**config.mk**
```make
export PLATFORM = sky130hd
export DESIGN_NAME = ptb_timebase
export DESIGN_NICKNAME = d
export VERILOG_FILES = /design/src/shared/ptb_pkg.sv /design/src/rtl/ptb_timebase.sv
export VERILOG_INCLUDE_DIRS = /design/src /design/src/shared
export SDC_FILE = /design/constraint.sdc
export NUM_CORES = 1
export LEC_CHECK = 0
export ABC_AREA = 1
export CORE_MARGIN = 10
export CORE_UTILIZATION = 40
export CTS_BUF_LIST = sky130_fd_sc_hd__clkbuf_8
export CTS_CLUSTER_DIAMETER = 100
export DETAILED_ROUTE_END_ITERATION = 16
export DONT_BUFFER_PORTS = 1
export GPL_TIMING_DRIVEN = 0
export PLACE_DENSITY = 0.66
export SLEW_MARGIN = 15
export SYNTH_ARGS = -nofsm -noshare
export SYNTH_HDL_FRONTEND = slang
export SYNTH_SLANG_ARGS = --single-unit
```
**constraint.sdc**
```tcl
create_clock -name CLK_SYS_IN -period 1.89 [get_ports CLK_SYS_IN]
set_input_delay 0.189 -clock CLK_SYS_IN [delete_from_list [all_inputs] [get_ports CLK_SYS_IN]]
set_output_delay 0.189 -clock CLK_SYS_IN [all_outputs]
set_load 0.005 [all_outputs]
```
**src/shared/ptb_consts.svh**
```systemverilog
// constants for the pwm time base configuration block
// assumes 32-bit avalon-mm word addressing by byte offset
`ifndef PTB_CONSTS_SVH
`define PTB_CONSTS_SVH
`define PTB_OFF_CONFIG      4'h0
`define PTB_OFF_CONTROL2    4'h4
`define PTB_OFF_STATUS      4'h8
`define PTB_OFF_MASK        4'hc
`define PTB_CONFIG_RESET    8'h00
`define PTB_POST_MSB        7
`define PTB_POST_LSB        4
`define PTB_PRE_MSB         3
`define PTB_PRE_LSB         2
`define PTB_MODE_MSB        1
`define PTB_MODE_LSB        0
`define PTB_RUN_BIT         0
`define PTB_PRE_DIV1        8'h00
`define PTB_PRE_DIV4        8'h03
`define PTB_PRE_DIV16       8'h0f
`define PTB_PRE_DIV64       8'h3f
`define PTB_ST_ZERO         0
`define PTB_ST_PERIOD       1
`define PTB_ST_ONESHOT      2
`endif

```
**src/shared/ptb_pkg.sv**
```systemverilog
// types for the pwm time base configuration block
// assumes ptb_consts.svh is included by users needing offsets
package ptb_pkg;
	typedef enum logic [1:0] {
		PTB_FREE    = 2'b00,
		PTB_SINGLE  = 2'b01,
		PTB_UPDN    = 2'b10,
		PTB_UPDN_DB = 2'b11
	} ptb_mode_t;
	typedef struct packed {
		logic [3:0] post;
		logic [1:0] pre;
		ptb_mode_t  mode;
	} ptb_cfg_t;
endpackage

```
**src/rtl/ptb_timebase.sv**
```systemverilog
// pwm time base with configuration register and interrupt logic
// assumes synchronous inputs on CLK_SYS_IN; fosc/4 equals CLK_SYS_IN
`timescale 1ns/1ps
`include "ptb_consts.svh"
// Operation
// - postscale field bits 7..4 code n gives an event ratio of 1:(n+1).
// - prescale code 00 counts on every base clock (1:1).
// - prescale code 01 counts every 4th base clock.
// - prescale code 10 counts every 16th base clock.
// - prescale code 11 counts every 64th base clock.
// - mode 11 counts up and down and interrupts at both zero and period.
// - mode 10 counts up and down and interrupts at zero only.
// - mode 01 runs one period, then stops and clears run enable.
// - free-running mode gives edge-aligned timing (up count only).
// - both up/down modes give center-aligned timing.
// - the counter advances only while run enable is set.
module ptb_timebase import ptb_pkg::*; #(
	parameter int CNT_W = 12
) (
	input  wire logic             CLK_SYS_IN,
	input  wire logic             RST_IN,
	input  wire logic [3:0]       AVS_ADDRESS_IN,
	input  wire logic             AVS_READ_IN,
	input  wire logic             AVS_WRITE_IN,
	input  wire logic [31:0]      AVS_WRITEDATA_IN,
	output logic      [31:0]      AVS_READDATA_OUT,
	output logic                  AVS_WAITREQUEST_OUT,
	output logic      [CNT_W-1:0] TB_COUNT_OUT,
	output logic                  TB_DIR_DOWN_OUT,
	output logic                  TB_EVENT_OUT,
	output logic                  IRQ_OUT
);

	// ----------------------------------------
	// parameter check
	// ----------------------------------------
	// period lives in control2 bits 16 and up, so 16 bits at most
	if (CNT_W < 2 || CNT_W > 16) begin : g_bad_width
		$error("CNT_W out of range");
	end

	// ----------------------------------------
	// timing constants
	// ----------------------------------------
	localparam logic [7:0] PRE_DIV1  = `PTB_PRE_DIV1;
	localparam logic [7:0] PRE_DIV4  = `PTB_PRE_DIV4;
	localparam logic [7:0] PRE_DIV16 = `PTB_PRE_DIV16;
	localparam logic [7:0] PRE_DIV64 = `PTB_PRE_DIV64;

	// ----------------------------------------
	// register state
	// ----------------------------------------
	ptb_cfg_t         cfg_r;
	logic             run_r;
	logic [CNT_W-1:0] period_r;
	logic [2:0]       stat_r;
	logic [2:0]       mask_r;
	logic             ack_r;
	logic [31:0]      rd_r;
	logic             irq_r;

	// ----------------------------------------
	// counting state
	// ----------------------------------------
	logic [7:0]       pre_cnt_r;
	logic [3:0]       post_cnt_r;
	logic [CNT_W-1:0] cnt_r;
	logic             down_r;
	logic             evt_r;

	// ----------------------------------------
	// bus handshake
	// ----------------------------------------
	// one wait state: taken while ack_r is low, completed at the
	// next edge; writes commit only at that completing edge
	wire              any_req  = AVS_READ_IN | AVS_WRITE_IN;
	wire              take     = any_req & ~ack_r;
	wire              wr       = AVS_WRITE_IN & ack_r;
	wire              ack_nxt  = take;

	// ----------------------------------------
	// address decode
	// ----------------------------------------
	wire              sel_cfg  = AVS_ADDRESS_IN == `PTB_OFF_CONFIG;
	wire              sel_ctl  = AVS_ADDRESS_IN == `PTB_OFF_CONTROL2;
	wire              sel_st   = AVS_ADDRESS_IN == `PTB_OFF_STATUS;
	wire              sel_msk  = AVS_ADDRESS_IN == `PTB_OFF_MASK;
	wire              wr_cfg   = wr & sel_cfg;
	wire              wr_ctl   = wr & sel_ctl;
	wire              wr_st    = wr & sel_st;
	wire              wr_msk   = wr & sel_msk;

	// ----------------------------------------
	// write data fields
	// ----------------------------------------
	wire [7:0]        wd_cfg   = AVS_WRITEDATA_IN[7:0];
	wire              wd_run   = AVS_WRITEDATA_IN[`PTB_RUN_BIT];
	wire [CNT_W-1:0]  wd_per   = AVS_WRITEDATA_IN[16 +: CNT_W];
	wire [2:0]        wd_bits  = AVS_WRITEDATA_IN[2:0];

	// ----------------------------------------
	// read mux
	// ----------------------------------------
	wire [15:0]       per_hi   = 16'(period_r);
	wire [31:0]       rd_cfg   = {24'h000000, cfg_r};
	wire [31:0]       rd_ctl   = {per_hi, 15'h0000, run_r};
	wire [31:0]       rd_st    = {29'h00000000, stat_r};
	wire [31:0]       rd_msk   = {29'h00000000, mask_r};
	// unmapped offsets read zero
	wire [31:0]       rd_mux   =
		sel_cfg ? rd_cfg :
		sel_ctl ? rd_ctl :
		sel_st  ? rd_st  :
		sel_msk ? rd_msk : 32'h00000000;
	// captured at the taking edge, stands until the next access
	wire [31:0]       rd_nxt   = take ? rd_mux : rd_r;

	// ----------------------------------------
	// config fields
	// ----------------------------------------
	wire [3:0]        post_sel = cfg_r.post;
	wire [1:0]        pre_sel  = cfg_r.pre;
	ptb_mode_t        mode_sel;
	assign mode_sel = cfg_r.mode;
	wire              is_single = mode_sel == PTB_SINGLE;
	wire              is_updn   = mode_sel == PTB_UPDN;
	wire              is_dbl    = mode_sel == PTB_UPDN_DB;
	wire              updn      = is_updn | is_dbl;

	// ----------------------------------------
	// prescaler
	// ----------------------------------------
	// divider restarts while stopped, so a fresh run gets a full gap
	wire [7:0]        pre_max  =
		(pre_sel == 2'b00) ? PRE_DIV1  :
		(pre_sel == 2'b01) ? PRE_DIV4  :
		(pre_sel == 2'b10) ? PRE_DIV16 :
		                     PRE_DIV64;
	wire              pre_top  = pre_cnt_r >= pre_max;
	wire              tick     = run_r & pre_top;
	wire [7:0]        pre_inc  = pre_cnt_r + 8'h01;
	wire [7:0]        pre_nxt  = (!run_r || tick) ? 8'h00 : pre_inc;

	// ----------------------------------------
	// counter
	// ----------------------------------------
	// >= so a period lowered below the count still wraps at once
	wire              at_per   = cnt_r >= period_r;
	wire              at_zero  = cnt_r == '0;
	wire [CNT_W-1:0]  cnt_inc  = cnt_r + CNT_W'(1);
	wire [CNT_W-1:0]  cnt_dec  = cnt_r - CNT_W'(1);
	logic [CNT_W-1:0] cnt_nxt;
	logic             down_nxt;
	always_comb begin
		cnt_nxt  = cnt_r;
		// up-only modes never show a stale down flag
		down_nxt = updn ? down_r : 1'b0;
		if (tick) begin
			if (!updn) begin
				cnt_nxt = at_per ? '0 : cnt_inc;
			end else if (!down_r) begin
				down_nxt = at_per;
				cnt_nxt  = at_per ? cnt_dec : cnt_inc;
			end else begin
				down_nxt = !at_zero;
				cnt_nxt  = at_zero ? cnt_inc : cnt_dec;
			end
		end
	end

	// ----------------------------------------
	// events and postscaler
	// ----------------------------------------
	wire              wrap     = tick & at_per & ~updn;
	wire              hit_per  = tick & at_per & updn & ~down_r;
	wire              hit_zero = tick & at_zero & updn & down_r;
	wire              oneshot  = wrap & is_single;
	wire              per_evt  = hit_per & is_dbl;
	wire              base_evt = wrap | hit_zero | per_evt;
	wire              post_top = post_cnt_r >= post_sel;
	wire              post_hit = base_evt & post_top;
	wire [3:0]        post_inc = post_cnt_r + 4'h1;
	wire [3:0]        post_nxt = !base_evt ? post_cnt_r :
		(post_hit ? 4'h0 : post_inc);

	// ----------------------------------------
	// interrupt status
	// ----------------------------------------
	logic [2:0]       ev_set;
	always_comb begin
		ev_set = 3'h0;
		ev_set[`PTB_ST_ZERO]    = post_hit;
		ev_set[`PTB_ST_PERIOD]  = per_evt & post_hit;
		ev_set[`PTB_ST_ONESHOT] = oneshot;
	end
	wire [2:0]        w1c      = wr_st ? wd_bits : 3'h0;
	// set wins over a same-cycle clear, so no event is lost
	wire [2:0]        stat_nxt = (stat_r & ~w1c) | ev_set;
	wire              irq_nxt  = |(stat_nxt & mask_r);

	// ----------------------------------------
	// control next values
	// ----------------------------------------
	// a software write beats the single-shot self-stop
	wire              run_nxt  = wr_ctl ? wd_run :
		(oneshot ? 1'b0 : run_r);
	ptb_cfg_t         cfg_nxt;
	assign cfg_nxt = wr_cfg ? ptb_cfg_t'(wd_cfg) : cfg_r;
	wire [CNT_W-1:0]  per_nxt  = wr_ctl ? wd_per : period_r;
	wire [2:0]        msk_nxt  = wr_msk ? wd_bits : mask_r;

	// ----------------------------------------
	// bus flops
	// ----------------------------------------
	always_ff @(posedge CLK_SYS_IN) begin
		if (RST_IN) begin
			ack_r <= 1'b0;
			rd_r  <= 32'h00000000;
		end else begin
			ack_r <= ack_nxt;
			rd_r  <= rd_nxt;
		end
	end

	// ----------------------------------------
	// config flops
	// ----------------------------------------
	always_ff @(posedge CLK_SYS_IN) begin
		if (RST_IN) begin
			cfg_r    <= ptb_cfg_t'(`PTB_CONFIG_RESET);
			run_r    <= 1'b0;
			period_r <= '1;
			mask_r   <= 3'h0;
		end else begin
			cfg_r    <= cfg_nxt;
			run_r    <= run_nxt;
			period_r <= per_nxt;
			mask_r   <= msk_nxt;
		end
	end

	// ----------------------------------------
	// status flops
	// ----------------------------------------
	always_ff @(posedge CLK_SYS_IN) begin
		if (RST_IN) begin
			stat_r <= 3'h0;
		end else begin
			stat_r <= stat_nxt;
		end
	end

	// ----------------------------------------
	// scaler flops
	// ----------------------------------------
	always_ff @(posedge CLK_SYS_IN) begin
		if (RST_IN) begin
			pre_cnt_r  <= 8'h00;
			post_cnt_r <= 4'h0;
		end else begin
			pre_cnt_r  <= pre_nxt;
			post_cnt_r <= post_nxt;
		end
	end

	// ----------------------------------------
	// counter flops
	// ----------------------------------------
	// count is kept, not cleared, when run enable drops
	always_ff @(posedge CLK_SYS_IN) begin
		if (RST_IN) begin
			cnt_r  <= '0;
			down_r <= 1'b0;
		end else begin
			cnt_r  <= cnt_nxt;
			down_r <= down_nxt;
		end
	end

	// ----------------------------------------
	// output flops
	// ----------------------------------------
	// event pulse rises in the same cycle as the status bit
	always_ff @(posedge CLK_SYS_IN) begin
		if (RST_IN) begin
			evt_r <= 1'b0;
			irq_r <= 1'b0;
		end else begin
			evt_r <= post_hit;
			irq_r <= irq_nxt;
		end
	end

	// ----------------------------------------
	// outputs
	// ----------------------------------------
	assign AVS_READDATA_OUT    = rd_r;
	assign AVS_WAITREQUEST_OUT = ~ack_r;
	assign TB_COUNT_OUT        = cnt_r;
	assign TB_DIR_DOWN_OUT     = down_r;
	assign TB_EVENT_OUT        = evt_r;
	assign IRQ_OUT             = irq_r;

endmodule // ptb_timebase

```
==> reports/results.txt, run 1 <==
Initial core utilization - 41.2%
CP max stage delay - 370 ps
Clock slew at the register clock pins of the worst setup and hold paths - 90 ps
Switching share of total power - 23.7%
Met2 Wirelength - 5.39 mm
Final Wtd Congestion - 0.860
DR vias - 3889
Max-slew violation count - 0
Synthesis-stage register bit count - 75
CP delay by family, top - simple AND/OR/NAND/NOR gates
Asr flop ratio synth - 0%
Die Ht - 123 um
Combinational cell fraction of total power - 6.0%
Net Sw Power - 0.000760 W
Worst setup EP type - flop
Peak supply drop - 0.363 mV
Layout overhead on the synthesized area - 23.0%
Worst-margin pin slew - 788 ps
Leakage - 2.40 nW
H-tree depth - 3
Critical Path RT - 2170 ps
IO buf count - 0
CTS Buf Count - 9
Startpoint types - flop
Dpl ws - -373 ps
Slew HR - 47.4%
Die area - 15200 um^2
Finished Layout Cells - 768
Post-detail-place hpwl - 8.50 mm
Crit path time final - 2070 ps
Internal - 0.00244 W
Status - finished with violations
Fin. Hold Viols - 0
Die width - 123 um
Synth cell types - 42
Failing checks - negative setup slack
Site Rows - 37
CTS max path bufs - 2
1st-iter DRT viols - 287
Sequential area share after synthesis - 35.3%
Routed metal-1 wirelength - 4.95 mm
Core area - 10300 um^2
1st-pass router iterations - 5
Clock share of power - 44.1%
Clock root cell - clkbuf_8
Grt ovf - 0
Post-Route WL - 11.4 mm
Clock skew - 12.0 ps
Crit Path Class - flop to flop
Final period util - 110%
DRC errors left - 0
Buf/Inv on CP - 3
Wire per inst - 14.9 um
Worst-Skew Late Latency - 350 ps
First-pass GRT wire length - 17.9 mm
Max-cap violations - 0
YS warnings - 0
Met3 WL - 822 um
Hold WC Path Type - primary input to flop
Largest net degree at the start of global routing - 14
Reg2Reg Depth - 15
CP Data Arrival Time - 2350 ps
Synthesized area - 4250 um^2
I/O pin cnt - 88
Vias in the first global route - 3651
Top routing layer used - met4
DRT antenna net count - 0
Hold Path Depth - 2
Prevailing post-synth register cell - dfxtp_1
RSZ-0062 raised after global routing - true
Clk sinks - 75
NumNets Final - 693
DR vias/cell - 5.06
Cells after synthesis - 580
Cell Count Post-Placement - 728
Mean Syn Cell Area - 7.33 um^2
Slowest library cell on the worst path - dfxtp_4
Layout Utilization - 50.7%
CTS tree - yes
Sequential power share - 49.9%
Largest fanout on the critical path - 6
Initial antenna violation count - 1
Total GRT Usage - 14.5%
Setup-failing EPs final - 20
Power density cells - 612 nW/um^2
Cell Chain, Critical Path - nor2_4 -> inv_2 -> ha_4 -> nand2_1 -> nor2_1 -> nor2_1 -> nand2_1 -> nand2_2 -> a21oi_4 -> buf_6 -> buf_12 -> nand2_4 -> nand2_2 -> nand3_2 -> a21oi_2
Levels on crit path - 15
FMAX - 482 MHz
Number of synthesized flops with an enable pin - 0
Layout cells sized above 1 - 22.3%
Final worst slack - -183 ps
[path summary, 6_finish.rpt]
path                                          startpoint                           endpoint  slack, ps
worst min-delay path                 AVS_WRITEDATA_IN[0]             mask_r[0]$_SDFFE_PP0P_         30
worst min register to register  period_r[8]$_SDFFE_PP1P_  AVS_READDATA_OUT[24]$_SDFFE_PP0P_        460
worst max register to register   pre_sel[0]$_SDFFE_PP0P_       TB_COUNT_OUT[6]$_SDFFE_PP0N_       -180
worst max-delay path             pre_sel[0]$_SDFFE_PP0P_       TB_COUNT_OUT[6]$_SDFFE_PP0N_       -180
[through the flow]
stage	power, W	setup TNS [ps]	cell area (um^2)	hold slack, ps
final	0.00320	-2270	5230	27.3
after global routing	0.00331	-5620	5230	41.7
after CTS	0.00322	-1860	4950	20.9
after detailed placement	0.00180	-4180	4470	325
after global placement	0.00179	-4050	4470	319
after floorplan	0.00176	0	4300	315
[cells in the final DEF (no fill, tap or decap), types with 11 or more instances in the layout]
cell type,Yosys,routed
nand2_1,124,109
inv_1,74,72
dfxtp_1,75,59
a21oi_1,55,48
nor2_1,40,37
o21ai_0,37,34
nand3_1,32,27
ha_1,27,21
xor2_1,20,20
buf_4,12,20
nand2_2,9,15
nand2_4,5,13
conb_1,1,13
dlygate4sd3_1,0,13
a21oi_2,4,11
[timing repair]
item | 4_1_cts | 5_1_grt
pin swaps | 3 | 24
resized for setup | 28 | 61
setup endpoints to repair | 23 | 26
endpoints found under the hold margin | 13 | 0
cloned | 0 | 0
hold buffers | 13 | 0
setup buffers | 7 | 3
[cell usage after synthesis, types with 2 or more instances]
master,number,area (um^2)
a31oi_1,2,12.5
nor2_1,40,150
o21ai_1,2,10.0
nand4_2,2,25.0
clkinv_1,2,7.51
ha_1,27,338
nand2_2,9,56.3
clkbuf_1,10,37.5
xor2_1,20,175
nand2_1,124,465
a21oi_1,55,275
nor3_4,2,32.5
buf_6,2,22.5
nor3_2,3,30.0
nor3_1,8,40.0
nand3_2,2,20.0
buf_4,12,90.1
o21ai_0,37,185
nor2_2,3,18.8
buf_2,4,20.0
nand2_4,5,56.3
a22oi_1,5,37.5
inv_2,2,7.51
inv_1,74,278
nand4_1,2,12.5
nor3b_1,2,15.0
nand3_1,32,160
dfxtp_1,75,1500
a21oi_2,4,35.0
[state kept, by name, summed over array words and instances (netlist names)]
signal,flops
run_r,1
pre_sel,2
mask_r,3
ack_r,1
post_sel,4
TB_EVENT_OUT,1
period_r,12
pre_cnt_r,8
stat_r,3
post_cnt_r,4
TB_DIR_DOWN_OUT,1
IRQ_OUT,1
AVS_READDATA_OUT,20
mode_sel,2
TB_COUNT_OUT,12
[routing by layer]
metal | vias up | GRT usage [%]
met5 | - | 0
li1 | 1946 | -
met2 | 114 | 23.8
met3 | 21 | 4.51
met4 | 0 | 5.39
met1 | 1808 | 17.4
[power groups by stage]
| stage | Sequential [W] | Combinational [W] | Clock (W) |
|---|---|---|---|
| floorplan | 0.00164 | 0.000121 | 0 |
| global placement | 0.00164 | 0.000152 | 0 |
| detailed placement | 0.00164 | 0.000155 | 0 |
| CTS | 0.00160 | 0.000181 | 0.00143 |
| global route | 0.00160 | 0.000216 | 0.00149 |
| finish | 0.00160 | 0.000193 | 0.00141 |
[cell type report]
cell class | instances | area [um^2]
fillers | 992 | 5090
multi-input cells | 409 | 2580
flip-flops and latches | 75 | 1540
inverters | 79 | 309
repair buffers | 23 | 221
plain buffers | 29 | 180
well taps | 136 | 170
clock buffers | 10 | 138
clock inverters | 6 | 88.8
diodes | 1 | 2.50
[kinds of logic (layout without fill, tap and decap cells)]
kind of cell / count (synthesis) / count (layout) / synth area share [%]
other: 1 / 14 / 0.0882
buffers and inverters: 108 / 147 / 11.1
XOR/XNOR: 20 / 20 / 4.12
AND/OR/NAND/NOR: 237 / 237 / 26.4
adder cells (fa/ha/maj): 27 / 27 / 7.94
flip-flops: 75 / 75 / 35.3
AO/OA/AOI/OAI: 112 / 112 / 15.1
Power figures use the tool's default switching activity.
==> inputs of run 2 (changes only) <==
--- a/config.mk
+++ b/config.mk
@@ -13,8 +13,7 @@
 export CTS_CLUSTER_DIAMETER = 100
 export DETAILED_ROUTE_END_ITERATION = 16
 export DONT_BUFFER_PORTS = 1
-export GPL_TIMING_DRIVEN = 0
-export PLACE_DENSITY = 0.66
+export PLACE_DENSITY = 0.64
 export SLEW_MARGIN = 15
 export SYNTH_ARGS = -nofsm -noshare
 export SYNTH_HDL_FRONTEND = slang
==> constraint.sdc (replaced) <==
create_clock -name CLK_SYS_IN -period 2 [get_ports CLK_SYS_IN]
set_input_delay 0.2 -clock CLK_SYS_IN [delete_from_list [all_inputs] [get_ports CLK_SYS_IN]]
set_output_delay 0.2 -clock CLK_SYS_IN [all_outputs]
set_load 0.005 [all_outputs]
==> run 2 against run 1 <==
The flow still finishes with violations (negative setup slack). Global-route usage barely moved. Clock power decreased by 18%. Highest routed layer unchanged. Worst setup slack better by 170 ps. Count of clock-buffer cells in the layout is the same. Cell area grew 1.1%. Sequential power shrank 6%. Sequential share of layout area fell by 0.82 points.
==> reports/results.txt, run 2 (synthesized netlist as in run 1, its figures left out) <==
Hold WS - 42.5 ps (+15.2 ps)
Max-slew violation count - 0 (unchanged)
DRT antenna net count - 0 (unchanged)
Max-cap violations - 0 (unchanged)
Total GRT Usage - 14.5% (-0.020 points)
Layout overhead on the synthesized area - 24.4%
Vias in the first global route - 3785 (+3.7%)
Clock root cell - clkbuf_8
Die width - 123 um (unchanged)
Fillers - 970 (-2.2%)
I/O pin cnt - 88 (unchanged)
1st-iter DRT viols - 278 (-3.1%)
Site Rows - 37 (unchanged)
H-tree depth - 3 (unchanged)
Worst setup EP type - flop
Net Sw Power - 0.000671 W (-12%)
Critical Path RT - 2290 ps (+120 ps)
Die Ht - 123 um (unchanged)
Setup_tns - -9.88 ps (+2260 ps)
Clock skew - 6.08 ps (-5.87 ps)
Slew HR - 39.8% (-7.6 points)
CP Data Arrival Time - 2300 ps (-50 ps)
Final Wtd Congestion - 0.870 (+1.2%)
IO buf count - 0 (unchanged)
Setup-failing EPs final - 1 (-95%)
Power density cells - 535 nW/um^2 (-13%)
CTS max path bufs - 2 (unchanged)
Status - finished with violations
DR vias - 3910 (+0.54%)
Final worst slack - -9.88 ps (+173 ps)
Largest fanout on the critical path - 13 (+7)
Final period util - 100% (-9.2 points)
CTS tree - yes
NumNets Final - 708 (+2.2%)
Initial core utilization - 41.2% (unchanged)
1st-pass router iterations - 5 (unchanged)
Post-DP Area - 4500 um^2 (+0.59%)
Combinational cell fraction of total power - 5.7% (-0.3 points)
Clk sinks - 75 (unchanged)
DRC errors left - 0 (unchanged)
Sequential power share - 53.5% (+3.6 points)
CTS Buf Count - 9 (unchanged)
Most frequent cells in the layout - 113 x nand2_1, 73 x inv_1, 70 x dfxtp_1, 50 x a21oi_1, 37 x nor2_1
Failing checks - negative setup slack
Clock share of power - 40.8% (-3.3 points)
Wire per inst - 14.7 um (-1.0%)
Layout Utilization - 51.2% (+0.57 points)
Final instance area - 5290 um^2 (+1.1%)
Crit Path Class - flop to flop
Switching share of total power - 23.7% (-0.042 points)
Worst-Skew Late Latency - 360 ps (about the same)
Worst-margin pin slew - 900 ps (+111 ps)
First-pass GRT wire length - 17.9 mm (unchanged)
Grt ovf - 0 (unchanged)
Internal - 0.00216 W (-12%)
Die area - 15200 um^2 (unchanged)
Hold WC Path Type - primary input to flop
RSZ-0062 raised after global routing - true
DR vias/cell - 5.01 (-1.0%)
Post-detail-place hpwl - 8.25 mm (-2.9%)
Layout cells sized above 1 - 18.6% (-3.7 points)
Initial antenna violation count - 0 (-1)
Largest net degree at the start of global routing - 47 (+33)
Core area - 10300 um^2 (unchanged)
Leakage - 2.49 nW (+3.7%)
FMAX - 498 MHz (+3.2%)
Post-Route WL - 11.5 mm (+0.53%)
Peak supply drop - 0.402 mV (+11%)
Crit path time final - 2010 ps (-63.4 ps)
Fin. Hold Viols - 0 (unchanged)
Most common cell after layout, fill and taps aside - nand2_1
Max FFs per register - 20 (unchanged)
Antenna cell count - 0 (-1)
Startpoint types - flop
Clock slew at the register clock pins of the worst setup and hold paths - 70 ps (-20 ps)
## run 2: cell types whose count changed in the layout (fill, tap and decap cells not counted), sizes merged
cell         previous run  this run
buf                    29        33
clkinvlp                1         0
inv                    79        78
bufinv                  2         1
clkinv                  3         4
clkbuf                 20        10
dlygate4sd3            13        34
diode                   1         0
## run 2: through the flow
| step | instances | setup WS, ps | power (W) |
|---|---|---|---|
| after floorplan | 592 | 229 | 0.00166 |
| after global placement | 724 | -45.6 | 0.00166 |
| after detailed placement | 724 | -60.3 | 0.00166 |
| after CTS | 775 | -46.7 | 0.00283 |
| after global routing | 780 | -135 | 0.00293 |
| final | 780 | -9.88 | 0.00283 |
## run 2: path summary, 6_finish.rpt
kind	startpoint	endpoint	slack [ps]	cells after the start
setup / recovery	pre_sel[1]$_SDFFE_PP0P_	TB_COUNT_OUT[9]$_SDFFE_PP0N_	-10	14
hold / removal	AVS_WRITEDATA_IN[1]	mask_r[1]$_SDFFE_PP0P_	40	2
setup reg to reg	pre_sel[1]$_SDFFE_PP0P_	TB_COUNT_OUT[9]$_SDFFE_PP0N_	-10	14
hold reg to reg	pre_cnt_r[0]$_SDFF_PP0_	pre_cnt_r[0]$_SDFF_PP0_	480	1
## run 2: power by group through the flow
stage / clock, W / sequential, W / combinational, W
finish: 0.00116 / 0.00151 / 0.000162
global route: 0.00123 / 0.00152 / 0.000181
detailed placement: 0 / 0.00155 / 0.000115
global placement: 0 / 0.00155 / 0.000112
floorplan: 0 / 0.00155 / 0.000114
CTS: 0.00117 / 0.00152 / 0.000143
## run 2: worst max-delay path, cell delays in order (launching register included)
cell     delay (ps)
dfxtp_4         370
nor2_4          120
inv_2            50
ha_4            250
nand2_2          30
nor2_1           70
nor2_1           40
nand2_1          70
nand2_2          70
a21oi_4         220
buf_6           200
nand2_2          80
inv_2            90
nand3_2         100
a21oi_2         150
## run 2: layout make-up
cell class	instances	area (um^2)	area share, %
clock buffer	10	138	2.60
clock inverter	4	43.8	0.828
inverter	79	299	5.65
multi-input combinational	409	2530	47.8
sequential	75	1510	28.5
tap	136	170	3.22
timing repair buffer	67	603	11.4
## run 2: what timing repair did
item	CTS	global route
setup buffers	4	5
gates cloned	0	0
pin swaps	5	9
setup endpoints to repair	11	27
endpoints found under the hold margin	46	13
hold buffers	33	1
gates resized for setup	15	38
## run 2: layer usage
metal	vias up	GRT usage [%]	share of wire (%)
met4	0	4.80	1.6
met1	1825	17.3	42
met2	104	24.0	49
met3	15	4.79	7.6
li1	1966	-	-
met5	-	0	0
